`src/verilog/i2cm_params.svh`:
```
`ifndef I2CM_PARAMS_SVH
`define I2CM_PARAMS_SVH

// Clock and bit timing
`define I2CM_CLK_PERIOD_NS 5
`define I2CM_QTR_NS        2500
`define I2CM_QTR_CYC       ((`I2CM_QTR_NS) / (`I2CM_CLK_PERIOD_NS))

// Control flag bit positions
`define I2CM_EN_BIT  6
`define I2CM_STA_BIT 5
`define I2CM_STO_BIT 4
`define I2CM_SI_BIT  3
`define I2CM_AA_BIT  2

// Reset values
`define I2CM_FLAGS_RST 8'h00
`define I2CM_CODE_RST  8'hF8
`define I2CM_MASK_RST  8'hFF

// Status codes, low three bits always zero
`define I2CM_ST_START   8'h08
`define I2CM_ST_RESTART 8'h10
`define I2CM_ST_AW_ACK  8'h18
`define I2CM_ST_AW_NACK 8'h20
`define I2CM_ST_D_ACK   8'h28
`define I2CM_ST_D_NACK  8'h30
`define I2CM_ST_LOST    8'h38
`define I2CM_ST_AR_ACK  8'h40
`define I2CM_ST_AR_NACK 8'h48

`endif

```
`src/verilog/i2cm_pkg.sv`:
```
`default_nettype none

package i2cm_pkg;

    // Bus line levels carried together
    typedef struct packed {
        logic scl;
        logic sda;
    } i2cm_pins_t;

    // Sequencer states, Gray along idle-wait-start-byte-hold-stop-restart
    typedef enum logic [2:0] {
        I2CM_IDLE      = 3'h0,
        I2CM_WAIT_FREE = 3'h1,
        I2CM_START     = 3'h3,
        I2CM_BYTE      = 3'h2,
        I2CM_HOLD      = 3'h6,
        I2CM_STOP      = 3'h7,
        I2CM_RESTART   = 3'h5
    } i2cm_state_t;

endpackage

`default_nettype wire

```
`src/verilog/i2cm_pin_sync.sv`:
```
`timescale 1ns/1ps
`default_nettype none

module i2cm_pin_sync
    import i2cm_pkg::*;
(
    // Clock and reset
    input  wire logic       ref_clk,
    input  wire logic       reset_n,
    // Raw and filtered levels
    input  wire i2cm_pins_t pins_raw,
    output var  i2cm_pins_t pins_clean
);

    logic [1:0] ff1_reg;
    logic [1:0] ff2_reg;
    logic [1:0] ff3_reg;
    logic [1:0] clean_reg;
    logic [1:0] clean_next;

    ////////////////////////////////////////////////////////////////////////////
    // Per line: a change counts once stages two and three agree
    for (genvar i = 0; i < 2; i++) begin : g_line
        always_comb begin
            clean_next[i] = (ff2_reg[i] == ff3_reg[i]) ? ff3_reg[i] : clean_reg[i];
        end
    end

    // Lines idle high, so reset to high
    always_ff @(posedge ref_clk or negedge reset_n) begin
        if (!reset_n) begin
            ff1_reg   <= 2'h3;
            ff2_reg   <= 2'h3;
            ff3_reg   <= 2'h3;
            clean_reg <= 2'h3;
        end else begin
            ff1_reg   <= pins_raw;
            ff2_reg   <= ff1_reg;
            ff3_reg   <= ff2_reg;
            clean_reg <= clean_next;
        end
    end

    assign pins_clean = clean_reg;

endmodule // i2cm_pin_sync

`default_nettype wire

```
`src/verilog/i2cm_master_tx.sv`:
```
// Operation
// - Start only once bus seen free.
// - After START raise flag, code 0x08.
// - Transfer suspended while flag set.
// - Flag cleared at 0x08 sends address byte.
// - Write address sent: flag set, 0x18/0x20/0x38.
// - No slave codes, even with acknowledge enabled.
// - 0x18 address acked, 0x20 not acked.
// - Data byte: 0x28 acked, 0x30 not.
// - Plain clear sends next byte, even after NACK.
// - Begin request alone gives repeated START.
// - Halt request alone gives STOP, auto-cleared.
// - Both requests: STOP then START, halt cleared.
// - Address+read after 0x10 enters receive mode.
// - Address+write after 0x10 repeats write phase.
// - Lost, no begin request: release bus.
// - Lost with begin request: START when free.
// - Set port sets, clear port clears flags.
// - Code in top five bits, low zero.
// - SCL held low while flag set.
`timescale 1ns/1ps
`default_nettype none
`include "i2cm_params.svh"

module i2cm_master_tx
    import i2cm_pkg::*;
#(
    parameter int unsigned QTR_CYC = `I2CM_QTR_CYC
) (
    // Clock and reset
    input  wire logic       ref_clk,
    input  wire logic       reset_n,
    // Control flag ports
    input  wire logic       flag_set_write,
    input  wire logic [7:0] flag_set_port,
    input  wire logic       flag_clear_write,
    input  wire logic [7:0] flag_clear_port,
    output logic      [7:0] operation_flags,
    // Data and status
    input  wire logic       data_write,
    input  wire logic [7:0] data_in,
    output logic      [7:0] shift_byte_register,
    output logic      [7:0] bus_condition_code,
    output logic            master_receive_mode,
    // Bus lines, enable high while driving low
    input  wire logic       scl_in,
    output logic            scl_out,
    output logic            scl_oe,
    input  wire logic       sda_in,
    output logic            sda_out,
    output logic            sda_oe
);

    localparam logic [15:0] QTR_LAST = 16'(QTR_CYC - 1);

    i2cm_pins_t  pins;
    i2cm_pins_t  pins_raw;
    i2cm_state_t state_reg,  state_next;
    logic [1:0]  phase_reg,  phase_next;
    logic [3:0]  bit_reg,    bit_next;
    logic [8:0]  tx_reg,     tx_next;
    logic [7:0]  flags_reg,  flags_next;
    logic [7:0]  code_reg,   code_next;
    logic [7:0]  data_reg,   data_next;
    logic [15:0] div_reg,    div_next;
    i2cm_pins_t  prev_reg,   prev_next;
    logic        busy_reg,   busy_next;
    logic        addr_reg,   addr_next;
    logic        lost_reg,   lost_next;
    logic        rstrt_reg,  rstrt_next;
    logic        mrx_reg,    mrx_next;
    logic        scl_oe_reg, scl_oe_next;
    logic        sda_oe_reg, sda_oe_next;
    logic        tick;
    logic        si_set;
    logic        sto_clr;
    logic [7:0]  si_code;
    logic        sda_now;

    ////////////////////////////////////////////////////////////////////////////
    // Pin sampling
    assign pins_raw.scl = scl_in;
    assign pins_raw.sda = sda_in;

    i2cm_pin_sync u_sync (
        .ref_clk    (ref_clk),
        .reset_n    (reset_n),
        .pins_raw   (pins_raw),
        .pins_clean (pins)
    );

    assign tick = (div_reg == 16'h0000);

    ////////////////////////////////////////////////////////////////////////////
    // Next-state logic for the whole sequencer
    always_comb begin
        state_next  = state_reg;
        phase_next  = phase_reg;
        bit_next    = bit_reg;
        tx_next     = tx_reg;
        code_next   = code_reg;
        div_next    = tick ? QTR_LAST : div_reg - 16'h0001;
        addr_next   = addr_reg;
        lost_next   = lost_reg;
        rstrt_next  = rstrt_reg;
        mrx_next    = mrx_reg;
        scl_oe_next = scl_oe_reg;
        sda_oe_next = sda_oe_reg;
        si_set      = 1'b0;
        sto_clr     = 1'b0;
        si_code     = code_reg;
        sda_now     = 1'b1;
        prev_next   = pins;

        // Bus busy between any START and STOP seen on the lines
        busy_next = busy_reg;
        if (prev_reg.scl && pins.scl && prev_reg.sda && !pins.sda) begin
            busy_next = 1'b1;
        end else if (prev_reg.scl && pins.scl && !prev_reg.sda && pins.sda) begin
            busy_next = 1'b0;
        end

        // Software writes to the data byte
        data_next = data_write ? data_in : data_reg;

        case (state_reg)
            I2CM_IDLE: begin
                scl_oe_next = 1'b0;
                sda_oe_next = 1'b0;
                if (flags_reg[`I2CM_STA_BIT] && !flags_reg[`I2CM_SI_BIT]) begin
                    state_next = I2CM_WAIT_FREE;
                    rstrt_next = 1'b0;
                end
            end
            I2CM_WAIT_FREE: begin
                // Free means no START seen since the last STOP, lines high
                if (tick && !busy_reg && pins.scl && pins.sda) begin
                    state_next  = I2CM_START;
                    phase_next  = 2'h0;
                    sda_oe_next = 1'b1;
                end
            end
            I2CM_START: begin
                if (tick) begin
                    phase_next = phase_reg + 2'h1;
                    if (phase_reg == 2'h1) begin
                        scl_oe_next = 1'b1;
                        si_set      = 1'b1;
                        si_code     = rstrt_reg ? `I2CM_ST_RESTART : `I2CM_ST_START;
                        rstrt_next  = 1'b0;
                        mrx_next    = 1'b0;
                        state_next  = I2CM_HOLD;
                    end
                end
            end
            I2CM_HOLD: begin
                // Clock stretched until software drops the flag
                scl_oe_next = 1'b1;
                if (!flags_reg[`I2CM_SI_BIT]) begin
                    phase_next = 2'h0;
                    if (code_reg == `I2CM_ST_LOST) begin
                        // Arbitration lost: release, or retry when free
                        scl_oe_next = 1'b0;
                        sda_oe_next = 1'b0;
                        lost_next   = 1'b0;
                        state_next  = flags_reg[`I2CM_STA_BIT] ? I2CM_WAIT_FREE
                                                                : I2CM_IDLE;
                    end else if (code_reg == `I2CM_ST_START ||
                                 code_reg == `I2CM_ST_RESTART) begin
                        // Address byte, direction in bit 0
                        tx_next    = {data_reg, 1'b1};
                        bit_next   = 4'h0;
                        addr_next  = 1'b1;
                        state_next = I2CM_BYTE;
                    end else if (flags_reg[`I2CM_STO_BIT]) begin
                        state_next = I2CM_STOP;
                    end else if (flags_reg[`I2CM_STA_BIT]) begin
                        state_next = I2CM_RESTART;
                    end else begin
                        // Next data byte, whatever the last acknowledge was
                        tx_next    = {data_reg, 1'b1};
                        bit_next   = 4'h0;
                        addr_next  = 1'b0;
                        state_next = I2CM_BYTE;
                    end
                end
            end
            I2CM_BYTE: begin
                if (phase_reg == 2'h2) begin
                    // Wait out a slave that stretches the clock
                    if (pins.scl) begin
                        phase_next = 2'h3;
                    end
                end else if (tick) begin
                    phase_next = phase_reg + 2'h1;
                    if (phase_reg == 2'h0) begin
                        sda_oe_next = !tx_reg[8] && !lost_reg;
                    end else if (phase_reg == 2'h1) begin
                        scl_oe_next = 1'b0;
                    end else begin
                        sda_now     = pins.sda;
                        scl_oe_next = 1'b1;
                        tx_next     = {tx_reg[7:0], 1'b1};
                        bit_next    = bit_reg + 4'h1;
                        // A low line while we release it means another master won
                        if (bit_reg != 4'h8 && !sda_oe_reg && !sda_now) begin
                            lost_next   = 1'b1;
                            sda_oe_next = 1'b0;
                        end
                        if (bit_reg == 4'h8) begin
                            sda_oe_next = 1'b0;
                            si_set      = 1'b1;
                            state_next  = I2CM_HOLD;
                            // Only the master-side lost code; no own-address match
                            if (lost_reg) begin
                                si_code = `I2CM_ST_LOST;
                            end else if (addr_reg && data_reg[0]) begin // Read bit of address
                                si_code  = !sda_now ? `I2CM_ST_AR_ACK
                                                    : `I2CM_ST_AR_NACK;
                                mrx_next = 1'b1;
                            end else if (addr_reg) begin
                                si_code = !sda_now ? `I2CM_ST_AW_ACK
                                                   : `I2CM_ST_AW_NACK;
                            end else begin
                                si_code = !sda_now ? `I2CM_ST_D_ACK
                                                   : `I2CM_ST_D_NACK;
                            end
                        end
                    end
                end
            end
            I2CM_RESTART: begin
                // Release data, then clock, then start again
                if (phase_reg == 2'h2) begin
                    if (pins.scl && tick) begin
                        rstrt_next  = 1'b1;
                        sda_oe_next = 1'b1;
                        phase_next  = 2'h0;
                        state_next  = I2CM_START;
                    end
                end else if (tick) begin
                    phase_next = phase_reg + 2'h1;
                    if (phase_reg == 2'h0) begin
                        sda_oe_next = 1'b0;
                    end else begin
                        scl_oe_next = 1'b0;
                    end
                end
            end
            I2CM_STOP: begin
                // Data low, clock high, then data rises
                if (phase_reg == 2'h2) begin
                    if (pins.scl && tick) begin
                        phase_next = 2'h3;
                    end
                end else if (tick) begin
                    phase_next = phase_reg + 2'h1;
                    if (phase_reg == 2'h0) begin
                        sda_oe_next = 1'b1;
                    end else if (phase_reg == 2'h1) begin
                        scl_oe_next = 1'b0;
                    end else begin
                        sda_oe_next = 1'b0;
                        sto_clr     = 1'b1;
                        mrx_next    = 1'b0;
                        state_next  = flags_reg[`I2CM_STA_BIT] ? I2CM_WAIT_FREE
                                                                : I2CM_IDLE;
                    end
                end
            end
            default: begin
                state_next = I2CM_IDLE;
            end
        endcase

        // Disabled interface lets go of the bus at once
        if (!flags_reg[`I2CM_EN_BIT]) begin
            state_next  = I2CM_IDLE;
            scl_oe_next = 1'b0;
            sda_oe_next = 1'b0;
            lost_next   = 1'b0;
            mrx_next    = 1'b0;
            si_set      = 1'b0;
            sto_clr     = 1'b0;
        end

        // Status latched only as the flag is raised
        if (si_set) begin
            code_next = si_code;
        end

        // Set and clear ports; hardware set of the flag wins over a clear
        flags_next = flags_reg;
        if (flag_set_write) begin
            flags_next = flags_next | flag_set_port;
        end
        if (flag_clear_write) begin
            flags_next = flags_next & ~flag_clear_port;
        end
        if (si_set) begin
            flags_next[`I2CM_SI_BIT] = 1'b1;
        end
        if (sto_clr) begin
            flags_next[`I2CM_STO_BIT] = 1'b0;
        end
        flags_next[7] = 1'b0;
        flags_next[1] = 1'b0;
        flags_next[0] = 1'b0;
    end

    ////////////////////////////////////////////////////////////////////////////
    // Registers
    always_ff @(posedge ref_clk or negedge reset_n) begin
        if (!reset_n) begin
            state_reg  <= I2CM_IDLE;
            phase_reg  <= 2'h0;
            bit_reg    <= 4'h0;
            tx_reg     <= 9'h1FF;
            flags_reg  <= `I2CM_FLAGS_RST;
            code_reg   <= `I2CM_CODE_RST;
            data_reg   <= 8'h00;
            div_reg    <= 16'h0000;
            prev_reg   <= 2'h3;
            busy_reg   <= 1'b0;
            addr_reg   <= 1'b0;
            lost_reg   <= 1'b0;
            rstrt_reg  <= 1'b0;
            mrx_reg    <= 1'b0;
            scl_oe_reg <= 1'b0;
            sda_oe_reg <= 1'b0;
        end else begin
            state_reg  <= state_next;
            phase_reg  <= phase_next;
            bit_reg    <= bit_next;
            tx_reg     <= tx_next;
            flags_reg  <= flags_next;
            code_reg   <= code_next;
            data_reg   <= data_next;
            div_reg    <= div_next;
            prev_reg   <= prev_next;
            busy_reg   <= busy_next;
            addr_reg   <= addr_next;
            lost_reg   <= lost_next;
            rstrt_reg  <= rstrt_next;
            mrx_reg    <= mrx_next;
            scl_oe_reg <= scl_oe_next;
            sda_oe_reg <= sda_oe_next;
        end
    end

    // Flags, code and enables straight from flops; line outputs tied low, only ever pull low
    assign operation_flags     = flags_reg;
    assign shift_byte_register = data_reg;
    assign bus_condition_code  = code_reg;
    assign master_receive_mode = mrx_reg;
    assign scl_oe              = scl_oe_reg;
    assign sda_oe              = sda_oe_reg;
    assign scl_out             = 1'b0;
    assign sda_out             = 1'b0;

endmodule // i2cm_master_tx

`default_nettype wire

```
`config.mk`:
```
export PLATFORM = sky130hd
export DESIGN_NAME = i2cm_master_tx
export DESIGN_NICKNAME = d
export VERILOG_FILES = /design/src/verilog/i2cm_pkg.sv /design/src/verilog/i2cm_pin_sync.sv /design/src/verilog/i2cm_master_tx.sv
export VERILOG_INCLUDE_DIRS = /design/src /design/src/verilog
export SDC_FILE = /design/constraint.sdc
export NUM_CORES = 1
export LEC_CHECK = 0
export CORE_UTILIZATION = 57
export CTS_BUF_LIST = sky130_fd_sc_hd__clkbuf_16
export CTS_CLUSTER_SIZE = 25
export DETAILED_ROUTE_END_ITERATION = 12
export DONT_BUFFER_PORTS = 1
export GPL_TIMING_DRIVEN = 0
export PLACE_DENSITY_LB_ADDON = 0.08
export RECOVER_POWER = 25
export SLEW_MARGIN = 40
export SYNTH_ARGS = -nofsm -noshare
export SYNTH_HDL_FRONTEND = slang
export SYNTH_HIERARCHICAL = 1
export SYNTH_SLANG_ARGS = --single-unit
```
`constraint.sdc`:
```
create_clock -name ref_clk -period 2.1 [get_ports ref_clk]
set_input_delay 0 -clock ref_clk [delete_from_list [all_inputs] [get_ports ref_clk]]
set_output_delay 0 -clock ref_clk [all_outputs]
set_load 0.05 [all_outputs]
```
; ---- Yosys cells after proc, flatten, opt, wreduce, memory -nomap -nowiden
; Cells that the tools add are included.
[word_totals]
word_cells = 290
output_inout_bits = 29
ff_bits = 72
[op_classes]
n_reduce_logical = 40
n_addsub = 3
n_eq_ne = 69
muxes = 151
n_bitwise = 5
[ops]
columns = op, n
row1 = $ne A3 B3 Y1 const B, 28
row2 = $mux W9, 9
row3 = $mux W1, 75
row4 = $mux W3, 21
row5 = $mux W8, 7
row6 = $mux W4, 10
row7 = $mux W7, 4
row8 = $reduce_and A14 Y1, 2
row9 = $ne A2 B2 Y1 const B, 13
row10 = $ne A4 B4 Y1 const B, 6
row11 = $pmux W3 S7, 1
row12 = $mux W2, 9
row13 = $pmux W9 S2, 1
row14 = $reduce_and A9 Y1, 2
row15 = $logic_not A16 Y1, 1
row16 = $mux W16, 1
row17 = $pmux W8 S2, 1
row18 = $reduce_and A16 Y1, 1
row19 = $sub A16 B1 Y16 const B, 1
row20 = $logic_and A1 B1 Y1, 14
row21 = $ne A7 B1 Y1 const B, 2
row22 = $reduce_and A13 Y1, 1
row23 = $mux W6, 2
row24 = $pmux W1 S6, 2
row25 = 36 further kinds, 54

; ---- Longest topological paths before layout
; Gate-level depths: netlist of the first run.
[depth]
word_depth = 11
ltp_mapped = 9

; ---- Hierarchy
; Netlist of the first run, hierarchy kept.
[modules_own_cells]
columns = module, instances, cells_per_inst, area_per_inst_um2
row1 = i2cm_master_tx, 1, 367, 3469.6
row2 = i2cm_pin_sync, 1, 10, 232.7

; ---- Worst setup path before layout of the first run
; Ideal clock, no wire load.
[synth_timing]
kind = reg2reg
startpoint = register phase_reg[0]
endpoint = register code_reg[4], in the netlist bus_condition_code[4]
path_stages_with_launch = 8
required_ps = 2018
setup_time_ps = 82
slack_ps = 16
t_arrival_ps = 2002
synth_period_minus_slack_ps = 2084
path_buffers = 0
path_cell_list = dfrtp_1 inv_1 ha_1 or3_1 nor3_1 a21oi_1 nor4_4 mux2_2
[synth_between]
elab_chain_len = 8
elab_cells_between_ends = 16
[synth_lines]
columns = element, line
row1 = start: declaration, i2cm_master_tx.sv:59  ; logic [1:0] phase_reg, phase_next;
row2 = start signal: assignment, i2cm_master_tx.sv:333  ; phase_reg <= phase_next;
row3 = $eq A2 B1 Y1, "i2cm_master_tx.sv:146, i2cm_master_tx.sv:198"
row4 = $mux W1, i2cm_master_tx.sv:198  ; end else if (phase_reg == 2'h1) begin
row5 = $mux W1, i2cm_master_tx.sv:196  ; if (phase_reg == 2'h0) begin
row6 = $mux W1, i2cm_master_tx.sv:194  ; end else if (tick) begin
row7 = $mux W1, i2cm_master_tx.sv:189  ; if (phase_reg == 2'h2) begin
row8 = $pmux W1 S2, i2cm_master_tx.sv:126  ; case (state_reg)
row9 = $mux W1, i2cm_master_tx.sv:277  ; if (!flags_reg[`I2CM_EN_BIT]) begin
row10 = $reduce_and A9 Y1 (no source line) (*), n/a
row11 = end signal: assignment, i2cm_master_tx.sv:320  ; code_reg <= `I2CM_CODE_RST;
row12 = end signal: assignment, i2cm_master_tx.sv:337  ; code_reg <= code_next;
row13 = end: declaration, i2cm_master_tx.sv:63  ; logic [7:0] code_reg, code_next;
; Mark *: on every way between the ends. The rest lies on a longest branch, timed or not.
; A chain may end at the register's enable or synchronous reset.

; ---- Worst setup path after layout of the first run
[layout_timing]
startpoint = register phase_reg[1]
endpoint = register code_reg[4], in the netlist bus_condition_code[4]
; The elaborated chain is that of the path after synthesis.

==> results of run 1 <==
-- cell type report --
type                            instances  share of cell area
Buffer                                 24             0.03092
Clock buffer                            9             0.04677
Clock inverter                          7             0.01533
Inverter                               13             0.01013
Multi-Input combinational cell        276              0.4250
Sequential cell                        68              0.3645
Tap cell                               75             0.01949
Timing Repair Buffer                   47             0.08782
-- Yosys cell counts (8+ instances only) --
cell      instances
dfrtp_1          45
ha_1              8
inv_1            13
clkbuf_1         15
nor2_1           32
nand2_1          36
nand2b_1          9
or3_1             8
mux2i_1           8
dfstp_2          23
a21oi_1          22
mux2_2           11
nand3_1           9
buf_4             8
nor3_1           11
o21ai_0          26
-- through the flow --
stage / instances / setup slack, ns / utilization
4_1_cts: 511 / -0.02703 / 0.7576
6_report: 519 / -0.04468 / 0.7900
5_1_grt: 519 / -0.1281 / 0.7900
3_5_place_dp: 459 / -0.3775 / 0.6271
3_3_place_gp: 459 / -0.3474 / 0.6271
2_1_floorplan: 384 / 0.01568 / -
-- final timing paths --
check,start,end,slack (ns)
max in group asynchronous,reset_n,operation_flags[3],0.34
worst max register to register,phase_reg[1],bus_condition_code[4],-0.04
min in group asynchronous,reset_n,sda_oe,0.64
worst max-delay path,phase_reg[1],bus_condition_code[4],-0.04
worst min register to register,u_sync/ff1_reg[1],u_sync/ff2_reg[1],0.36
worst min-delay path,data_write,shift_byte_register[6],0.17
-- routing by layer --
metal,vias up,GRT usage
li1,1463,-
met5,-,0
met2,130,0.5025
met4,0,0.1741
met1,1583,0.3837
met3,35,0.07253
-- logic make-up (layout without fill, tap and decap cells) --
logic type	after synthesis	in the layout	share of synthesized area
other cells	1	8	0.001013
flops	68	68	0.4674
xor+xnor	12	12	0.02839
simple gates	135	135	0.2031
compound gates	92	92	0.1622
buf+inv	40	100	0.04968
fa+ha+maj	10	10	0.03312
mux	19	19	0.05509
-- critical path, cell delays in order, from the launching register on --
cell,delay (ns)
dfrtp_1,0.42
inv_2,0.09
ha_4,0.18
or3_4,0.41
nor3_4,0.22
a21oi_2,0.08
nor4_4,0.16
buf_6,0.19
mux2_4,0.31
-- repair_timing --
item                                   CTS  global route
gates resized for setup                 37            48
hold buffers                            24             0
pin swaps                               12            11
endpoints found under the hold margin   83             0
buffers inserted                        13            11
setup endpoints to repair               37            29
-- where the power goes --
group          switching [mW]  total (mW)  internal (mW)
combinational           0.177       0.306          0.129
clock                   0.594        1.52          0.924
sequential              0.169        1.54           1.37
total                   0.940        3.36           2.42
-- cells in the final DEF (no fill, tap or decap), drive strengths merged, types with 10 or more instances in the layout --
cell type	synthesis	layout
o21ai	26	26
a21oi	22	22
dfstp	23	23
nand2	36	36
nand3	10	10
buf	12	37
dlygate4sd3	0	23
nor3	12	12
nor2	32	32
mux2	11	11
dfrtp	45	45
inv	13	15
clkbuf	15	20
==> summary.md, run 1 <==
| Metric | Value |
|---|---|
| Top sig layer | `met4` |
| Status | `finished, violations left` |
| Gr ovfl total | `0` |
| Die height | `82.60 um` |
| Root Driver | `clkbuf_16` |
| Hold Path Class | `in2reg` |
| Cells after synthesis | `377` |
| Met3 wire len | `635 um` |
| M1 WL | `4.220 mm` |
| First-pass GRT wire length | `approximately 15 mm` |
| Antenna violations before repair | `0` |
| Syn_area_per_cell | `between 9 and 10 sq um` |
| Total clock sinks | `68` |
| # diodes | `0` |
| Number of cells on the worst reg-to-reg path | `8` |
| Detailed Place HPWL | `roughly 5.9 mm` |
| Worst path required time | `2.36 ns` |
| Core box area | `between 6000 and 7000 sq um` |
| Ys Warns | `6` |
| # setup viols final | `5` |
| Largest net degree at the start of global routing | `69` |
| Vias in the first global route | `3094` |
| Critical Path AT | `2.41 ns` |
| Top-area cell type share of the netlist area | `0.3042` |
| Routability cong. | `0.9058` |
| Worst-path fanout max | `6` |
| Vias | `between 3000 and 4000` |
| Fraction of layout cells with a size suffix above 1 | `0.3243` |
| VDD IR max | `about 0.75 mV` |
| Peak Freq | `roughly 470 MHz` |
| Relative max-transition margin | `-0.08451` |
| Final Power | `around 3.4 mW` |
| Total CTS buffers | `9` |
| Wirelength, routed | `approximately 10 mm` |
| CTS tree | `yes` |
| Endpoint type of the worst setup path | `flop` |
| Clk pin slew, worst setup/hold paths | `roughly 0.06 ns` |
| Tot GR Track Use | `0.3112` |
| P&R area growth vs syn | `30.08%` |
| Final worst path period need | `roughly 2.1 ns` |
| IO Count | `60` |
| Synthesized flop and latch total | `68` |
| Starting DRC count in detailed routing | `~230` |
| Top FF cell, synth | `dfrtp_1` |
| Insertion delay to the later sink of the worst-skew pair | `around 0.34 ns` |
| Num rows | `28` |
| Distinct cells, synth | `just under 60` |
| Post-DRT Antenna Nets | `0` |
| Power per cell area | `about 700 nW/um^2` |
| Area occupied by multi-input gates | `between 2000 and 2500 sq um` |
| RSZ-0062 raised after global routing | `true` |
| Routed wire per std cell | `around 19 um` |
| LEAKAGE | `between 1.5 and 2 nW` |
| Routed wl met2 | `4.837 mm` |
| Number of port buffers | `0` |
| Post-synth EDFFs | `0` |
| Clock Skews | `0.008253 ns` |
| Setup crit start kind | `flop` |
| Setup TNS | `-0.1915 ns` |
| Clk buf depth | `2` |
| H-tree Lvls | `3` |
| Setup WS post-layout | `-0.04468 ns` |
| Post-synthesis sequential area ratio | `0.4674` |
| Flip-flop and latch area | `between 1500 and 2000 sq um` |
| FILL cells | `approximately 380` |
| Slew @ Worst Pin | `1.627 ns` |
| Max reg flops | `16` |
| Area leader, netlist | `dfrtp_1` |
| Via density | `6.187` |
| FFs w/ async S/R, synth | `1.000` |
| Cell area after synthesis | `3702 sq um` |
| Hold path depth | `2` |
| Placed cell areas | `3822 sq um` |
| Router iterations before antenna repair | `4` |
| DR DRC count | `0` |
| Synth top area cells | `dfrtp_1 30%, dfstp_2 16%, nand2_1 3.6%, o21ai_0 3.5%, mux2_2 3.3%` |
| Nets | `478` |
| Final Hold Violating Endpoints | `0` |
| Max-Cap Viols | `1` |
| Die ar. | `6822 sq um` |
| Critical path class | `reg2reg` |
| Failing checks | `max-capacitance violations, max-slew violations, negative setup slack` |
| Die width | `a little over 80 um` |
| Initial core utilization | `0.6073` |
| Post-route design area | `4816 sq um` |
| Hold WS | `0.1745 ns` |
| Max-slew violations | `slightly below 70` |
| Tcrit/Tclk final | `1.021` |
No activity file was read; power rests on OpenSTA's default activity.
==> inputs of run 2 (changes only) <==
- CELL_PAD_IN_SITES_DETAIL_PLACEMENT: not set -> 1
- CELL_PAD_IN_SITES_GLOBAL_PLACEMENT: not set -> 1
- CORE_UTILIZATION: 57 -> 44
==> summary.md, run 2 (synthesis gave the netlist of run 1 again) <==
| Metric | Value |
|---|---|
| # diodes | `0` |
| Final worst path period need | `2.145 ns` |
| CP cell instances | `buf_4 -> ha_4 -> or3_4 -> a21boi_0 -> o32ai_2 -> a211oi_4 -> mux2i_1` |
| Slew @ Worst Pin | `1.525 ns` |
| Die height | `93.73 um` |
| Met2 Use GR | `0.4136` |
| GR Util met1 | `0.3420` |
| Root Driver | `clkbuf_16` |
| Routability cong. | `between 0.8 and 0.9` |
| Max reg flops | `16` |
| Max-Cap Viols | `1` |
| Endpoint type of the worst setup path | `flop` |
| Hold Path Class | `in2reg` |
| Hold WS | `0.1819 ns` |
| Largest net degree at the start of global routing | `between 60 and 70` |
| Number of port buffers | `0` |
| Die ar. | `just under 9000 sq um` |
| Seq pwr share | `0.483` |
| Final Hold Violating Endpoints | `0` |
| Hold endpoint | `shift_byte_register[0]` |
| Routed wire per std cell | `slightly below 20 um` |
| Wirelength, routed | `roughly 11 mm` |
| Hold path depth | `2` |
| Slowest-stage cell, CP | `dfrtp_1` |
| Clk pin slew, worst setup/hold paths | `about 0.060 ns` |
| Critical Path AT | `about 2.4 ns` |
| Router iterations before antenna repair | `4` |
| Global routing's busiest layer | `met2` |
| Gr ovfl total | `0` |
| Detailed Place HPWL | `~6.6 mm` |
| RSZ-0062 raised after global routing | `true` |
| Failing checks | `max-capacitance violations, max-slew violations, negative setup slack` |
| Clk pwr share | `0.417` |
| Clock Skews | `roughly 0.0094 ns` |
| Combinational share of power | `0.100` |
| Setup WS post-layout | `-0.04474 ns` |
| H-tree Lvls | `3` |
| Starting DRC count in detailed routing | `roughly 160` |
| Max-slew violations | `around 70` |
| Clk buf depth | `2` |
| Number of cells on the worst reg-to-reg path | `7` |
| Pre-CTS setup slack | `-0.3857 ns` |
| First-pass GRT wire length | `around 17 mm` |
| Antenna violations before repair | `0` |
| Final Power | `between 3 and 4 mW` |
| P&R area growth vs syn | `32.44%` |
| Fraction of layout cells with a size suffix above 1 | `0.3311` |
| IO Count | `60` |
| R2r setup slk | `-0.04 ns` |
| Power per cell area | `roughly 650 nW/um^2` |
| Sw Share | `0.2842` |
| DR DRC count | `0` |
| Cell Int Power | `roughly 2.3 mW` |
| Peak Freq | `around 470 MHz` |
| Vias | `between 3000 and 4000` |
| Post-DRT Antenna Nets | `0` |
| LEAKAGE | `about 2.0 nW` |
| Leading cell type in the layout, fill and taps excluded | `dfrtp_1` |
| Tot GR Track Use | `0.2546` |
| Core box area | `a little over 8000 sq um` |
| Critical path class | `reg2reg` |
| Worst path required time | `approximately 2.3 ns` |
| Final Util | `0.5998` |
| Worst R2R Start | `phase_reg[1]` |
| Largest stage delay, worst path | `0.38 ns` |
| Nets | `between 400 and 500` |
| Die width | `roughly 94 um` |
| Worst-path fanout max | `4` |
| Status | `finished, violations left` |
| R2R Path End | `state_reg[2]` |
| Most frequent cells in the layout | `43 x dfrtp_1, 35 x nand2_1, 35 x buf_4` |
| Total clock sinks | `68` |
| VDD IR max | `between 0.4 and 0.5 mV` |
| Hold Crit Start | `data_write` |
| Tcrit/Tclk final | `1.021` |
| Setup crit start kind | `flop` |
| Total CTS buffers | `9` |
| Initial core utilization | `0.4529` |
| Via density | `approximately 5.8` |
| Sw power | `about 910 uW` |
| Setup TNS | `-0.1605 ns` |
| Insertion delay to the later sink of the worst-skew pair | `0.33 ns` |
| Vias in the first global route | `around 3300` |
| GRT met3 Usage | `0.05097` |
| Num rows | `33` |
| Relative max-transition margin | `-0.01651` |
| CTS tree | `yes` |
| # setup viols final | `5` |
-- run 2: worst max path at each step --
stage | from | depth (start not counted) | slack, ns | end
after CTS | phase_reg[0] | 8 | -0.02 | bus_condition_code[4]
after floorplan | phase_reg[0] | 7 | 0.02 | bus_condition_code[4]
after global routing | div_reg[0] | 8 | -0.14 | bus_condition_code[4]
after global placement | phase_reg[0] | 7 | -0.34 | bus_condition_code[4]
final | phase_reg[1] | 7 | -0.04 | state_reg[2]
after detailed placement | div_reg[0] | 8 | -0.39 | phase_reg[1]
-- run 2: cell type report --
type,instances,area (sq um)
tap,105,131.4
multi-input combinational,276,2088
fill,888,3272
inverter,13,48.80
clock inverter,7,37.54
clock buffer,9,225.2
timing repair buffer,53,464.2
sequential,68,1752
buffer,24,156.4
-- run 2: metal layers --
layer,routed length (um),part of all wire
met1,4954,0.45
met2,5441,0.50
met3,355,0.032
met4,211,0.019
met5,0,0
-- run 2: stage by stage --
step                cell area (sq um)  cells
floorplan                        3729    384
global route                     4903    555
CTS                              4695    543
finish                           4903    555
detailed placement               3860    489
global placement                 3860    489
-- run 2: worst max-delay path: cells and delay by family (launching register included) --
| kind | cells | cell delay (ns) |
|---|---|---|
| AND/OR/NAND/NOR | 1 | 0.36 |
| AO/OA/AOI/OAI | 3 | 0.73 |
| multiplexers | 1 | 0.27 |
| flip-flops | 1 | 0.38 |
| buffers and inverters | 1 | 0.15 |
| adder cells (fa/ha/maj) | 1 | 0.16 |
-- run 2: power by group through the flow --
stage	clock network (mW)	logic [mW]	registers (mW)
detailed placement	0	0.221	1.55
floorplan	0	0.184	1.53
finish	1.33	0.320	1.54
global route	1.41	0.345	1.55
CTS	1.36	0.312	1.53
global placement	0	0.217	1.54
-- run 2: what timing repair did --
| item | in CTS | in global routing |
|---|---|---|
| hold buffers | 24 | 0 |
| buffers inserted | 16 | 13 |
| pin swaps | 15 | 12 |
| resized for setup | 47 | 43 |
| endpoints found under the hold margin | 83 | 0 |
| endpoints found under the setup margin | 33 | 29 |
